===== config.mk =====
export PLATFORM = sky130hd
export DESIGN_NAME = cassr_regs
export DESIGN_NICKNAME = d
export VERILOG_FILES = /design/src/logic/cassr_pkg.sv /design/src/logic/cassr_regs.sv
export SDC_FILE = /design/constraint.sdc
export NUM_CORES = 1
export LEC_CHECK = 0
export ABC_AREA = 1
export BUFFER_PORTS_ARGS = -buffer_cell sky130_fd_sc_hd__buf_2
export CAP_MARGIN = 20
export CORE_ASPECT_RATIO = 0.6
export CORE_MARGIN = 2
export CORE_UTILIZATION = 31
export CTS_BUF_LIST = sky130_fd_sc_hd__clkbuf_4 sky130_fd_sc_hd__clkbuf_8
export DETAILED_ROUTE_END_ITERATION = 12
export PLACE_DENSITY = 0.55
export REMOVE_ABC_BUFFERS = 1
export SYNTH_ARGS = -nofsm -noshare
export SYNTH_HDL_FRONTEND = slang
export SYNTH_SLANG_ARGS = --single-unit

===== constraint.sdc =====
create_clock -name ref_clk -period 2.85 [get_ports ref_clk]
set_input_delay 0.285 -clock ref_clk [delete_from_list [all_inputs] [get_ports ref_clk]]
set_output_delay 0.285 -clock ref_clk [all_outputs]
set_load 0.005 [all_outputs]

===== src/logic/cassr_pkg.sv =====
/*
 * Package for the authentication and short-message status register groups:
 * register selectors, bit positions, reset values and the command carrier.
 * Assumes one system clock and a command decoder that turns remote status
 * queries and writes into one-cycle command strobes.
 */
package cassr_pkg;
    localparam int unsigned REG_WIDTH = 16;

    // register selectors within a group
    localparam logic [2:0] SEL_CONDITION = 3'h0;
    localparam logic [2:0] SEL_RISE_FILTER = 3'h1;
    localparam logic [2:0] SEL_FALL_FILTER = 3'h2;
    localparam logic [2:0] SEL_EVENT_LATCH = 3'h3;
    localparam logic [2:0] SEL_EVENT_MASK = 3'h4;

    // group selectors
    localparam logic GRP_AUTH = 1'h0;
    localparam logic GRP_SMS = 1'h1;

    // authentication group bit positions
    localparam int unsigned AUTH_IN_PROGRESS_BIT = 0;
    localparam int unsigned AUTH_SECRET_UPDATE_BIT = 1;
    localparam int unsigned AUTH_CHALLENGE_BIT = 2;
    localparam int unsigned AUTH_SECRET_ZERO_BIT = 3;
    localparam int unsigned AUTH_REG_PASSED_BIT = 7;
    localparam int unsigned AUTH_PAGE_PASSED_BIT = 8;
    localparam int unsigned AUTH_ORIG_PASSED_BIT = 9;
    localparam int unsigned AUTH_CHAL_PASSED_BIT = 10;
    localparam int unsigned AUTH_UPD_PASSED_BIT = 11;
    localparam int unsigned AUTH_BURST_RESULT_BIT = 12;

    // short-message group bit positions
    localparam int unsigned SMS_IN_PROGRESS_BIT = 0;
    localparam int unsigned SMS_ACK_RECEIVED_BIT = 1;

    // bits backed by a condition source, and event-only bits, in each group
    localparam logic [15:0] AUTH_COND_MASK = 16'h000f;
    localparam logic [15:0] AUTH_EVENT_ONLY_MASK = 16'h1f80;
    localparam logic [15:0] SMS_COND_MASK = 16'h0001;
    localparam logic [15:0] SMS_EVENT_ONLY_MASK = 16'h0002;

    // reset values
    localparam logic [15:0] RISE_FILTER_RESET = 16'hffff;
    localparam logic [15:0] FALL_FILTER_RESET = 16'h0000;
    localparam logic [15:0] EVENT_MASK_RESET = 16'h0000;
    localparam logic [15:0] EVENT_LATCH_RESET = 16'h0000;

    typedef struct packed {
        logic query;
        logic write;
        logic group;
        logic [2:0] sel;
        logic [15:0] data;
    } cassr_cmd_t;

    typedef struct packed {
        logic valid;
        logic [15:0] data;
    } cassr_resp_t;
endpackage


===== src/logic/cassr_regs.sv =====
/*
 * Status register bank for the authentication and short-message groups:
 * condition, transition filters, sticky event latch and enable mask for
 * each, plus a summary output per group toward the status byte path.
 * A command carries a group (0 auth, 1 short message) and a selector
 * (0 condition, 1 rise filter, 2 fall filter, 3 event latch, 4 enable
 * mask); selectors 5 to 7 read as zero and ignore writes, and writes to
 * the condition or the event latch are ignored as well.
 * A query is answered on resp one cycle later for exactly one cycle, with
 * the value held before any write taken in the same cycle; reading the
 * event latch returns its contents and clears it.
 * Transition filters act only on bits that have a live condition source;
 * event-only bits latch straight from their pulse inputs.
 * The group summaries lag a latch or mask change by one cycle.
 * Assumes condition and event inputs are synchronous to ref_clk and that
 * commands arrive as one-cycle strobes from the remote command decoder.
 * Assumes WIDTH stays at the package register width, since the reset
 * values and bit masks are declared at that width.
 */
`timescale 1ns/1ps
module cassr_regs
    import cassr_pkg::*;
#(
    parameter int unsigned WIDTH = REG_WIDTH
) (
    input wire logic ref_clk,
    input wire logic rst,
    input wire cassr_cmd_t cmd,
    input wire logic clear_status,
    input wire logic auth_in_progress,
    input wire logic auth_secret_update_busy,
    input wire logic auth_challenge_busy,
    input wire logic shared_secret_a_value_zero,
    input wire logic auth_reg_passed,
    input wire logic auth_page_passed,
    input wire logic auth_orig_passed,
    input wire logic auth_chal_passed,
    input wire logic auth_update_passed,
    input wire logic auth_burst_result,
    input wire logic sms_in_progress,
    input wire logic sms_ack_received,
    input wire logic general_group_summary,
    input wire logic general_summary_enable,
    output cassr_resp_t resp,
    output logic auth_group_summary_bit,
    output logic sms_group_summary_bit,
    output logic general_summary_to_status_byte
);
    localparam int unsigned NGRP = 2;

    logic [WIDTH-1:0] cond [NGRP];
    logic [WIDTH-1:0] cond_q [NGRP];
    logic [WIDTH-1:0] evt_in [NGRP];
    logic [WIDTH-1:0] rise_filter [NGRP];
    logic [WIDTH-1:0] fall_filter [NGRP];
    logic [WIDTH-1:0] event_latch [NGRP];
    logic [WIDTH-1:0] event_mask [NGRP];
    logic [WIDTH-1:0] read_mux [NGRP];
    logic [NGRP-1:0] summary;

    // live condition levels; unbacked bits stay zero
    always_comb begin
        cond[GRP_AUTH] = '0;
        cond[GRP_AUTH][AUTH_IN_PROGRESS_BIT] = auth_in_progress;
        cond[GRP_AUTH][AUTH_SECRET_UPDATE_BIT] = auth_secret_update_busy;
        cond[GRP_AUTH][AUTH_CHALLENGE_BIT] = auth_challenge_busy;
        cond[GRP_AUTH][AUTH_SECRET_ZERO_BIT] = shared_secret_a_value_zero;
        cond[GRP_SMS] = '0;
        cond[GRP_SMS][SMS_IN_PROGRESS_BIT] = sms_in_progress;
    end

    // event-only pulses bypass the transition filters
    always_comb begin
        evt_in[GRP_AUTH] = '0;
        evt_in[GRP_AUTH][AUTH_REG_PASSED_BIT] = auth_reg_passed;
        evt_in[GRP_AUTH][AUTH_PAGE_PASSED_BIT] = auth_page_passed;
        evt_in[GRP_AUTH][AUTH_ORIG_PASSED_BIT] = auth_orig_passed;
        evt_in[GRP_AUTH][AUTH_CHAL_PASSED_BIT] = auth_chal_passed;
        evt_in[GRP_AUTH][AUTH_UPD_PASSED_BIT] = auth_update_passed;
        evt_in[GRP_AUTH][AUTH_BURST_RESULT_BIT] =
            auth_burst_result;
        evt_in[GRP_SMS] = '0;
        evt_in[GRP_SMS][SMS_ACK_RECEIVED_BIT] = sms_ack_received;
    end

    for (genvar g = 0; g < NGRP; g++) begin : grp
        logic sel_me;
        logic wr_rise;
        logic wr_fall;
        logic wr_mask;
        logic rd_event;
        logic clr_event;
        logic [WIDTH-1:0] cond_mask;
        logic [WIDTH-1:0] only_mask;
        wire logic [WIDTH-1:0] rose;
        wire logic [WIDTH-1:0] fell;
        wire logic [WIDTH-1:0] edge_set;
        wire logic [WIDTH-1:0] pulse_set;
        wire logic [WIDTH-1:0] next_latch;
        wire logic [WIDTH-1:0] armed;

        // command decode for this group
        assign sel_me = (cmd.group == 1'(g));
        assign wr_rise = cmd.write && sel_me && cmd.sel == SEL_RISE_FILTER;
        assign wr_fall = cmd.write && sel_me && cmd.sel == SEL_FALL_FILTER;
        assign wr_mask = cmd.write && sel_me && cmd.sel == SEL_EVENT_MASK;
        assign rd_event = cmd.query && sel_me && cmd.sel == SEL_EVENT_LATCH;
        // query and clear-status share one clear path
        assign clr_event = rd_event || clear_status;

        // which bits have a live source and which only pulse
        assign cond_mask = (g == 0) ? AUTH_COND_MASK : SMS_COND_MASK;
        assign only_mask = (g == 0) ? AUTH_EVENT_ONLY_MASK
                                    : SMS_EVENT_ONLY_MASK;

        always_ff @(posedge ref_clk) begin
            if (rst) begin
                cond_q[g] <= '0;
            end else begin
                cond_q[g] <= cond[g];
            end
        end

        always_ff @(posedge ref_clk) begin
            if (rst) begin
                rise_filter[g] <= RISE_FILTER_RESET;
            end else if (wr_rise) begin
                rise_filter[g] <= cmd.data;
            end
        end

        always_ff @(posedge ref_clk) begin
            if (rst) begin
                fall_filter[g] <= FALL_FILTER_RESET;
            end else if (wr_fall) begin
                fall_filter[g] <= cmd.data;
            end
        end

        // writing zero clears every enable bit by the same path
        always_ff @(posedge ref_clk) begin
            if (rst) begin
                event_mask[g] <= EVENT_MASK_RESET;
            end else if (wr_mask) begin
                event_mask[g] <= cmd.data;
            end
        end

        // per-bit edge qualification; bits with no source never fire
        for (genvar b = 0; b < WIDTH; b++) begin : bit_slot
            assign rose[b] = cond[g][b] && !cond_q[g][b];
            assign fell[b] = !cond[g][b] && cond_q[g][b];
            assign edge_set[b] = cond_mask[b] && (
                (rose[b] && rise_filter[g][b])
                || (fell[b] && fall_filter[g][b]));
            assign pulse_set[b] = only_mask[b] && evt_in[g][b];
            // a new event in the clearing cycle survives the clear
            assign next_latch[b] = edge_set[b] || pulse_set[b]
                || (event_latch[g][b] && !clr_event);
            assign armed[b] = event_latch[g][b] && event_mask[g][b];
        end

        always_ff @(posedge ref_clk) begin
            if (rst) begin
                event_latch[g] <= EVENT_LATCH_RESET;
            end else begin
                event_latch[g] <= next_latch;
            end
        end

        always_comb begin
            case (cmd.sel)
                SEL_CONDITION: read_mux[g] = cond[g];
                SEL_RISE_FILTER: read_mux[g] = rise_filter[g];
                SEL_FALL_FILTER: read_mux[g] = fall_filter[g];
                SEL_EVENT_LATCH: read_mux[g] = event_latch[g];
                SEL_EVENT_MASK: read_mux[g] = event_mask[g];
                default: read_mux[g] = '0;
            endcase
        end

        assign summary[g] = |armed;
    end

    // answer one cycle after the query; unknown selector reads zero
    always_ff @(posedge ref_clk) begin
        if (rst) begin
            resp <= '0;
        end else if (cmd.query) begin
            resp.valid <= 1'b1;
            resp.data <= read_mux[cmd.group];
        end else begin
            resp.valid <= 1'b0;
            resp.data <= '0;
        end
    end

    // registered so the status byte path never sees a decode glitch
    always_ff @(posedge ref_clk) begin
        if (rst) begin
            auth_group_summary_bit <= 1'b0;
        end else begin
            auth_group_summary_bit <= summary[GRP_AUTH];
        end
    end

    always_ff @(posedge ref_clk) begin
        if (rst) begin
            sms_group_summary_bit <= 1'b0;
        end else begin
            sms_group_summary_bit <= summary[GRP_SMS];
        end
    end

    // the general group is gated here, not by this bank's masks
    always_ff @(posedge ref_clk) begin
        if (rst) begin
            general_summary_to_status_byte <= 1'b0;
        end else begin
            general_summary_to_status_byte <=
                general_group_summary && general_summary_enable;
        end
    end
endmodule


==> results.json, run 1 <==
{
  "dieArea_um2": 23400,
  "end_kind": "flop",
  "core-area_um2": 21900,
  "vias_per_cell": 4.77,
  "fillers": 2271,
  "layout_commonest_cell": "nand2_1",
  "cts.path.max_buffers": 2,
  "yosysSeqAreaShare_pct": 58.7,
  "yosys_warnings": 0,
  "dpl.hpwl_mm": 14.2,
  "fp.dieH_um": 119,
  "reg2reg_depth": 6,
  "cts.clk_slew.worst_paths_ns": 0.08,
  "layout_common_cells": "198 x nand2_1, 171 x nor2_1, 96 x edfxtp_1",
  "placed_area_um2": 7460,
  "timing.setup.critical_path_class": "in -> reg",
  "hold_path_class": "in -> reg",
  "synth.top_cell.area_share_pct": 42.1,
  "fin_ws_ns": 0.867,
  "gp_congestion": 0.845,
  "finalWirelength_mm": 20.0,
  "start_util_pct": 31.4,
  "crit_required_ns": 3.13,
  "final_util_pct": 36.0,
  "period_share_pct": 69.6,
  "syn2layout_area_growth_pct": 14.7,
  "via_count": 5504,
  "final_layout_size_suffix_gt1_share_pct": 15.7,
  "post-cts-setup-buffer-count": 0,
  "antenna_found_initial": 0,
  "drt-initial-drc-count": 584,
  "io_buffers": 58,
  "powerDensity_nw_per_um2": 586,
  "finalClockSkew_ns": 0.0238,
  "cts_tree": "built",
  "grt_max_degree": 24,
  "drc_errors": 0,
  "rows": 42,
  "diodes": 0,
  "finalHoldViolCount": 0,
  "root_buffer": "clkbuf_8",
  "postRouteAntennaNets": 0,
  "cp_max_fo": 23,
  "cts_htree_levels": 4,
  "tightest_slew_ns": 0.615,
  "rsz0062_at_grt": "no",
  "p_leak_nw": 3.31,
  "max_cap_violations": 0,
  "ys_ff_latch": 153,
  "grt_pass1_wl_mm": 31.2,
  "synth.distinct_cells": 28,
  "syn_avg_cell_area_um2": 8.67,
  "pin_count": 59,
  "status": "finished clean",
  "overflow": 0,
  "grt_use_total_pct": 18.1,
  "design_area_um2": 7860,
  "slew_headroom_pct": 58.9,
  "synth_area_leaders": "edfxtp_1 42%, dfxtp_1 17%, nand2_1 11%",
  "arrival_ns": 2.26,
  "routedWlPerCell_um": 17.3,
  "fin_nets": 894,
  "grt_pass1_vias": 5203,
  "holdBufCountCts": 0,
  "cts.sinks": 153,
  "numCtsBuffers": 17,
  "synth.largest_area_cell": "edfxtp_1",
  "synth_area_um2": 6850,
  "clk_latency_ns": 0.45,
  "syn_inst": 791,
  "maxSlewViolCount": 0,
  "firstDrtPassIters": 5,
  "final.setup.tns_ns": 0,
  "hold_depth": 3,
  "finalSetupViolations": 0,
  "die_w_um": 196,
  "dpl_worst_slack_ns": 0.455,
  "peakVddDrop_mv": 0.305,
  "p_total_w": 0.00461,
  "fin_crit_ns": 1.98,
  "clock.fmax_ghz": 0.504,
  "start_kind": "input pin",
  "cts_resized": 0
}
-- critical path, cell delays in order --
cell	delay, ns
buf_2	0.28
inv_2	0.50
nand3_4	0.28
inv_2	0.31
nand3_2	0.39
nor2_1	0.21
-- synth_stat cells --
cell type / n
o31a_1: 1
buf_6: 3
buf_1: 3
nand3b_1: 1
inv_1: 71
nand2_4: 1
o21ai_0: 16
inv_2: 6
nand4_1: 17
nand3_2: 2
buf_4: 10
buf_2: 16
dfxtp_1: 57
a21oi_4: 1
inv_4: 2
nand3_1: 69
clkbuf_1: 5
a21oi_1: 24
nand3_4: 5
nor2_2: 1
edfxtp_1: 96
nor2_8: 1
nor3_4: 1
nand2_1: 198
nand2_2: 1
nor2_4: 2
nor2_1: 171
nor3_1: 10
-- cells by family after synthesis --
family,Yosys count,share of synthesized area [%]
AO/OA/AOI/OAI,42,3.29
buffers and inverters,116,7.59
flip-flops,153,58.7
AND/OR/NAND/NOR,480,30.4
-- where the power goes --
| group | switching, W | leakage (nW) | internal, W |
|---|---|---|---|
| sequential | 0.0000511 | 1.40 | 0.00246 |
| combinational | 0.000284 | 1.71 | 0.000115 |
| clock | 0.000880 | 0.203 | 0.000821 |
| total | 0.00122 | 3.31 | 0.00339 |
-- per-layer routing --
layer / GRT usage, % / vias to the layer above / wire length, um
li1: - / 2676 / -
met5: 0 / - / 0
met1: 29.2 / 2542 / 10100
met2: 24.0 / 268 / 7750
met3: 4.22 / 18 / 1990
met4: 3.36 / 0 / 183
-- per-stage QoR --
stage / hold slack, ns / std cells
CTS: 0.0318 / 1154
detailed placement: 0.449 / 1122
floorplan: 0.354 / 754
global route: 0.0263 / 1154
global placement: 0.443 / 1122
finish: 0.0552 / 1154
-- registers in the layout, indices dropped and copies added (netlist names) --
| register | cells |
|---|---|
| auth_group_summary_bit | 1 |
| cond_q | 5 |
| event_latch | 32 |
| event_mask | 32 |
| fall_filter | 32 |
| general_summary_to_status_byte | 1 |
| resp | 17 |
| rise_filter | 32 |
| sms_group_summary_bit | 1 |
-- layout make-up --
type | instances | area [um^2] | area share, %
Inverter | 79 | 302 | 3.84
Sequential cell | 153 | 4020 | 51.2
Clock inverter | 13 | 141 | 1.80
Clock buffer | 19 | 255 | 3.25
Timing Repair Buffer | 82 | 470 | 5.99
Multi-Input combinational cell | 522 | 2310 | 29.4
Tap cell | 286 | 358 | 4.55
-- final timing paths --
kind / startpoint / slack [ns] / to
hold / removal: general_summary_enable / 0.06 / general_summary_to_status_byte
setup / recovery: cmd[18] / 0.87 / fall_filter[1][14]
hold reg to reg: event_latch[1][13] / 0.46 / event_latch[1][13]
setup reg to reg: event_mask[1][3] / 1.68 / sms_group_summary_bit
(Power assumes the default switching activity.)
==> run 2, diff against run 1 <==
clock period = 2 ns   (was 2.85 ns; I/O delays follow)
==> run 2 against run 1 <==
Net effect: sequential cell count did not move; design area rose by 3.2%; largest cell class unchanged; register-to-register slack got worse by 0.84 ns; via count rose by 1.2%; core utilization rose by 1.2 points; clock-buffer cell count rose by 1; clock skew fell by 0.0093 ns; sequential power rose by 42%; clock power rose by 49%; routed wire length rose by 3.3%.
==> results.json, run 2 (synthesized netlist as in run 1, its figures left out) <==
{
  "status": "finished clean",
  "post-cts-setup-buffer-count": 0,
  "fillers": 2308,
  "core-area_um2": 21900,
  "routedWlPerCell_um": 17.5,
  "grt_max_degree": 26,
  "layout_common_cells": "198 x nand2_1, 171 x nor2_1, 96 x edfxtp_1",
  "fin_ws_ns": 0.739,
  "drt-initial-drc-count": 569,
  "dpl_worst_slack_ns": 0.266,
  "cts_resized": 0,
  "maxSlewViolCount": 0,
  "layout_commonest_cell": "nand2_1",
  "met1_length_mm": 10.2,
  "timing.setup.critical_path_class": "in -> reg",
  "wl_met2_mm": 8.15,
  "root_buffer": "clkbuf_8",
  "cts_htree_levels": 4,
  "die_w_um": 196,
  "rows": 42,
  "tightest_slew_ns": 0.530,
  "hold_path_class": "in -> reg",
  "antenna_found_initial": 0,
  "final.setup.tns_ns": 0,
  "gp_congestion": 0.884,
  "max_cap_violations": 0,
  "design_area_um2": 8110,
  "period_share_pct": 63.1,
  "dpl.hpwl_mm": 14.8,
  "cts.clk_slew.worst_paths_ns": 0.08,
  "met3_wirelength_mm": 2.19,
  "grt_use_total_pct": 18.4,
  "overflow": 0,
  "arrival_ns": 1.46,
  "postRouteAntennaNets": 0,
  "finalHoldViolCount": 0,
  "cp_max_fo": 16,
  "dieArea_um2": 23400,
  "top_layer_used": "met4",
  "numCtsBuffers": 17,
  "end_kind": "flop",
  "clock.fmax_ghz": 0.793,
  "powerDensity_nw_per_um2": 828,
  "via_count": 5568,
  "crit_chain": "buf_2 > inv_2 > nand3_4 > inv_4 > nand2_2 > nor2_4 > nand2_1",
  "io_buffers": 58,
  "path_buf_inv": 3,
  "cts.sinks": 153,
  "finalClockSkew_ns": 0.0145,
  "p_total_w": 0.00671,
  "slew_headroom_pct": 64.6,
  "vias_per_cell": 4.71,
  "pin_count": 59,
  "syn2layout_area_growth_pct": 18.4,
  "start_kind": "input pin",
  "finalWirelength_mm": 20.7,
  "fp.dieH_um": 119,
  "clk_latency_ns": 0.47,
  "cpMaxStageDelayCell": "nor2_4",
  "finalSetupViolations": 0,
  "holdWs_ns": 0.0606,
  "diodes": 0,
  "fin_nets": 921,
  "grt_pass1_vias": 5380,
  "placed_area_um2": 7560,
  "drc_errors": 0,
  "cts.path.max_buffers": 2,
  "crit_required_ns": 2.20,
  "cpPeakStageDelay_ns": 0.43,
  "start_util_pct": 31.4,
  "firstDrtPassIters": 6,
  "crit_family": "simple AND/OR/NAND/NOR gates",
  "grt_pass1_wl_mm": 31.8,
  "final_layout_size_suffix_gt1_share_pct": 16.8,
  "p_leak_nw": 3.44,
  "peakVddDrop_mv": 0.427,
  "rsz0062_at_grt": "no",
  "fin_crit_ns": 1.26,
  "cts_tree": "built"
}
-- run 2: cell types whose count changed in the layout (fill, tap and decap cells not counted), sizes merged --
| cell | previous run | this run |
|---|---|---|
| bufinv | 2 | 3 |
| clkbuf | 19 | 20 |
| inv | 84 | 81 |
| buf | 82 | 95 |
| dlygate4sd3 | 0 | 14 |
| clkinv | 5 | 6 |
-- run 2: final cells by class --
| class | count | area (um^2) | share of cell area (%) |
|---|---|---|---|
| clock buffers | 20 | 263 | 3.24 |
| repair buffers | 109 | 708 | 8.73 |
| inverters | 79 | 302 | 3.72 |
| multi-input cells | 522 | 2310 | 28.5 |
| well taps | 286 | 358 | 4.41 |
| clock inverters | 12 | 150 | 1.85 |
| flip-flops and latches | 153 | 4020 | 49.6 |
-- run 2: power by group --
part / total, W / internal, W / switching, W
Combinational: 0.000604 / 0.000196 / 0.000408
Clock: 0.00254 / 0.00129 / 0.00124
Sequential: 0.00357 / 0.00350 / 0.0000729
-- run 2: per-stage QoR --
step           cells  util [%]
3_3_place_gp    1135      34.6
3_5_place_dp    1135      34.6
5_1_grt         1181      37.1
4_1_cts         1181      37.1
2_1_floorplan    754         -
6_report        1181      37.1
-- run 2: worst min-delay path, delay by kind of cell --
| family | cells | cell delay, ns |
|---|---|---|
| buffers and inverters | 2 | 0.18 |
| and+or+nand+nor | 1 | 0.11 |
-- run 2: timing repair --
action                                  4_1_cts  5_1_grt
hold buffers                                 14        0
endpoints found under the hold margin        13        0
endpoints found under the setup margin        0        0
-- run 2: final timing paths --
check / end / cells past startpoint / from / slack [ns]
max: rise_filter[0][1] / 7 / cmd[17] / 0.74
min: resp[16] / 3 / cmd[21] / 0.06
max reg2reg: sms_group_summary_bit / 6 / event_mask[1][3] / 0.84
min reg2reg: event_latch[0][6] / 2 / event_latch[0][6] / 0.46
-- run 2: routing by layer --
| layer | vias to the layer above | GRT usage (%) |
|---|---|---|
| met1 | 2598 | 30.0 |
| met3 | 12 | 3.60 |
| met4 | 0 | 4.17 |
| met5 | - | 0 |
| met2 | 235 | 24.4 |
| li1 | 2723 | - |
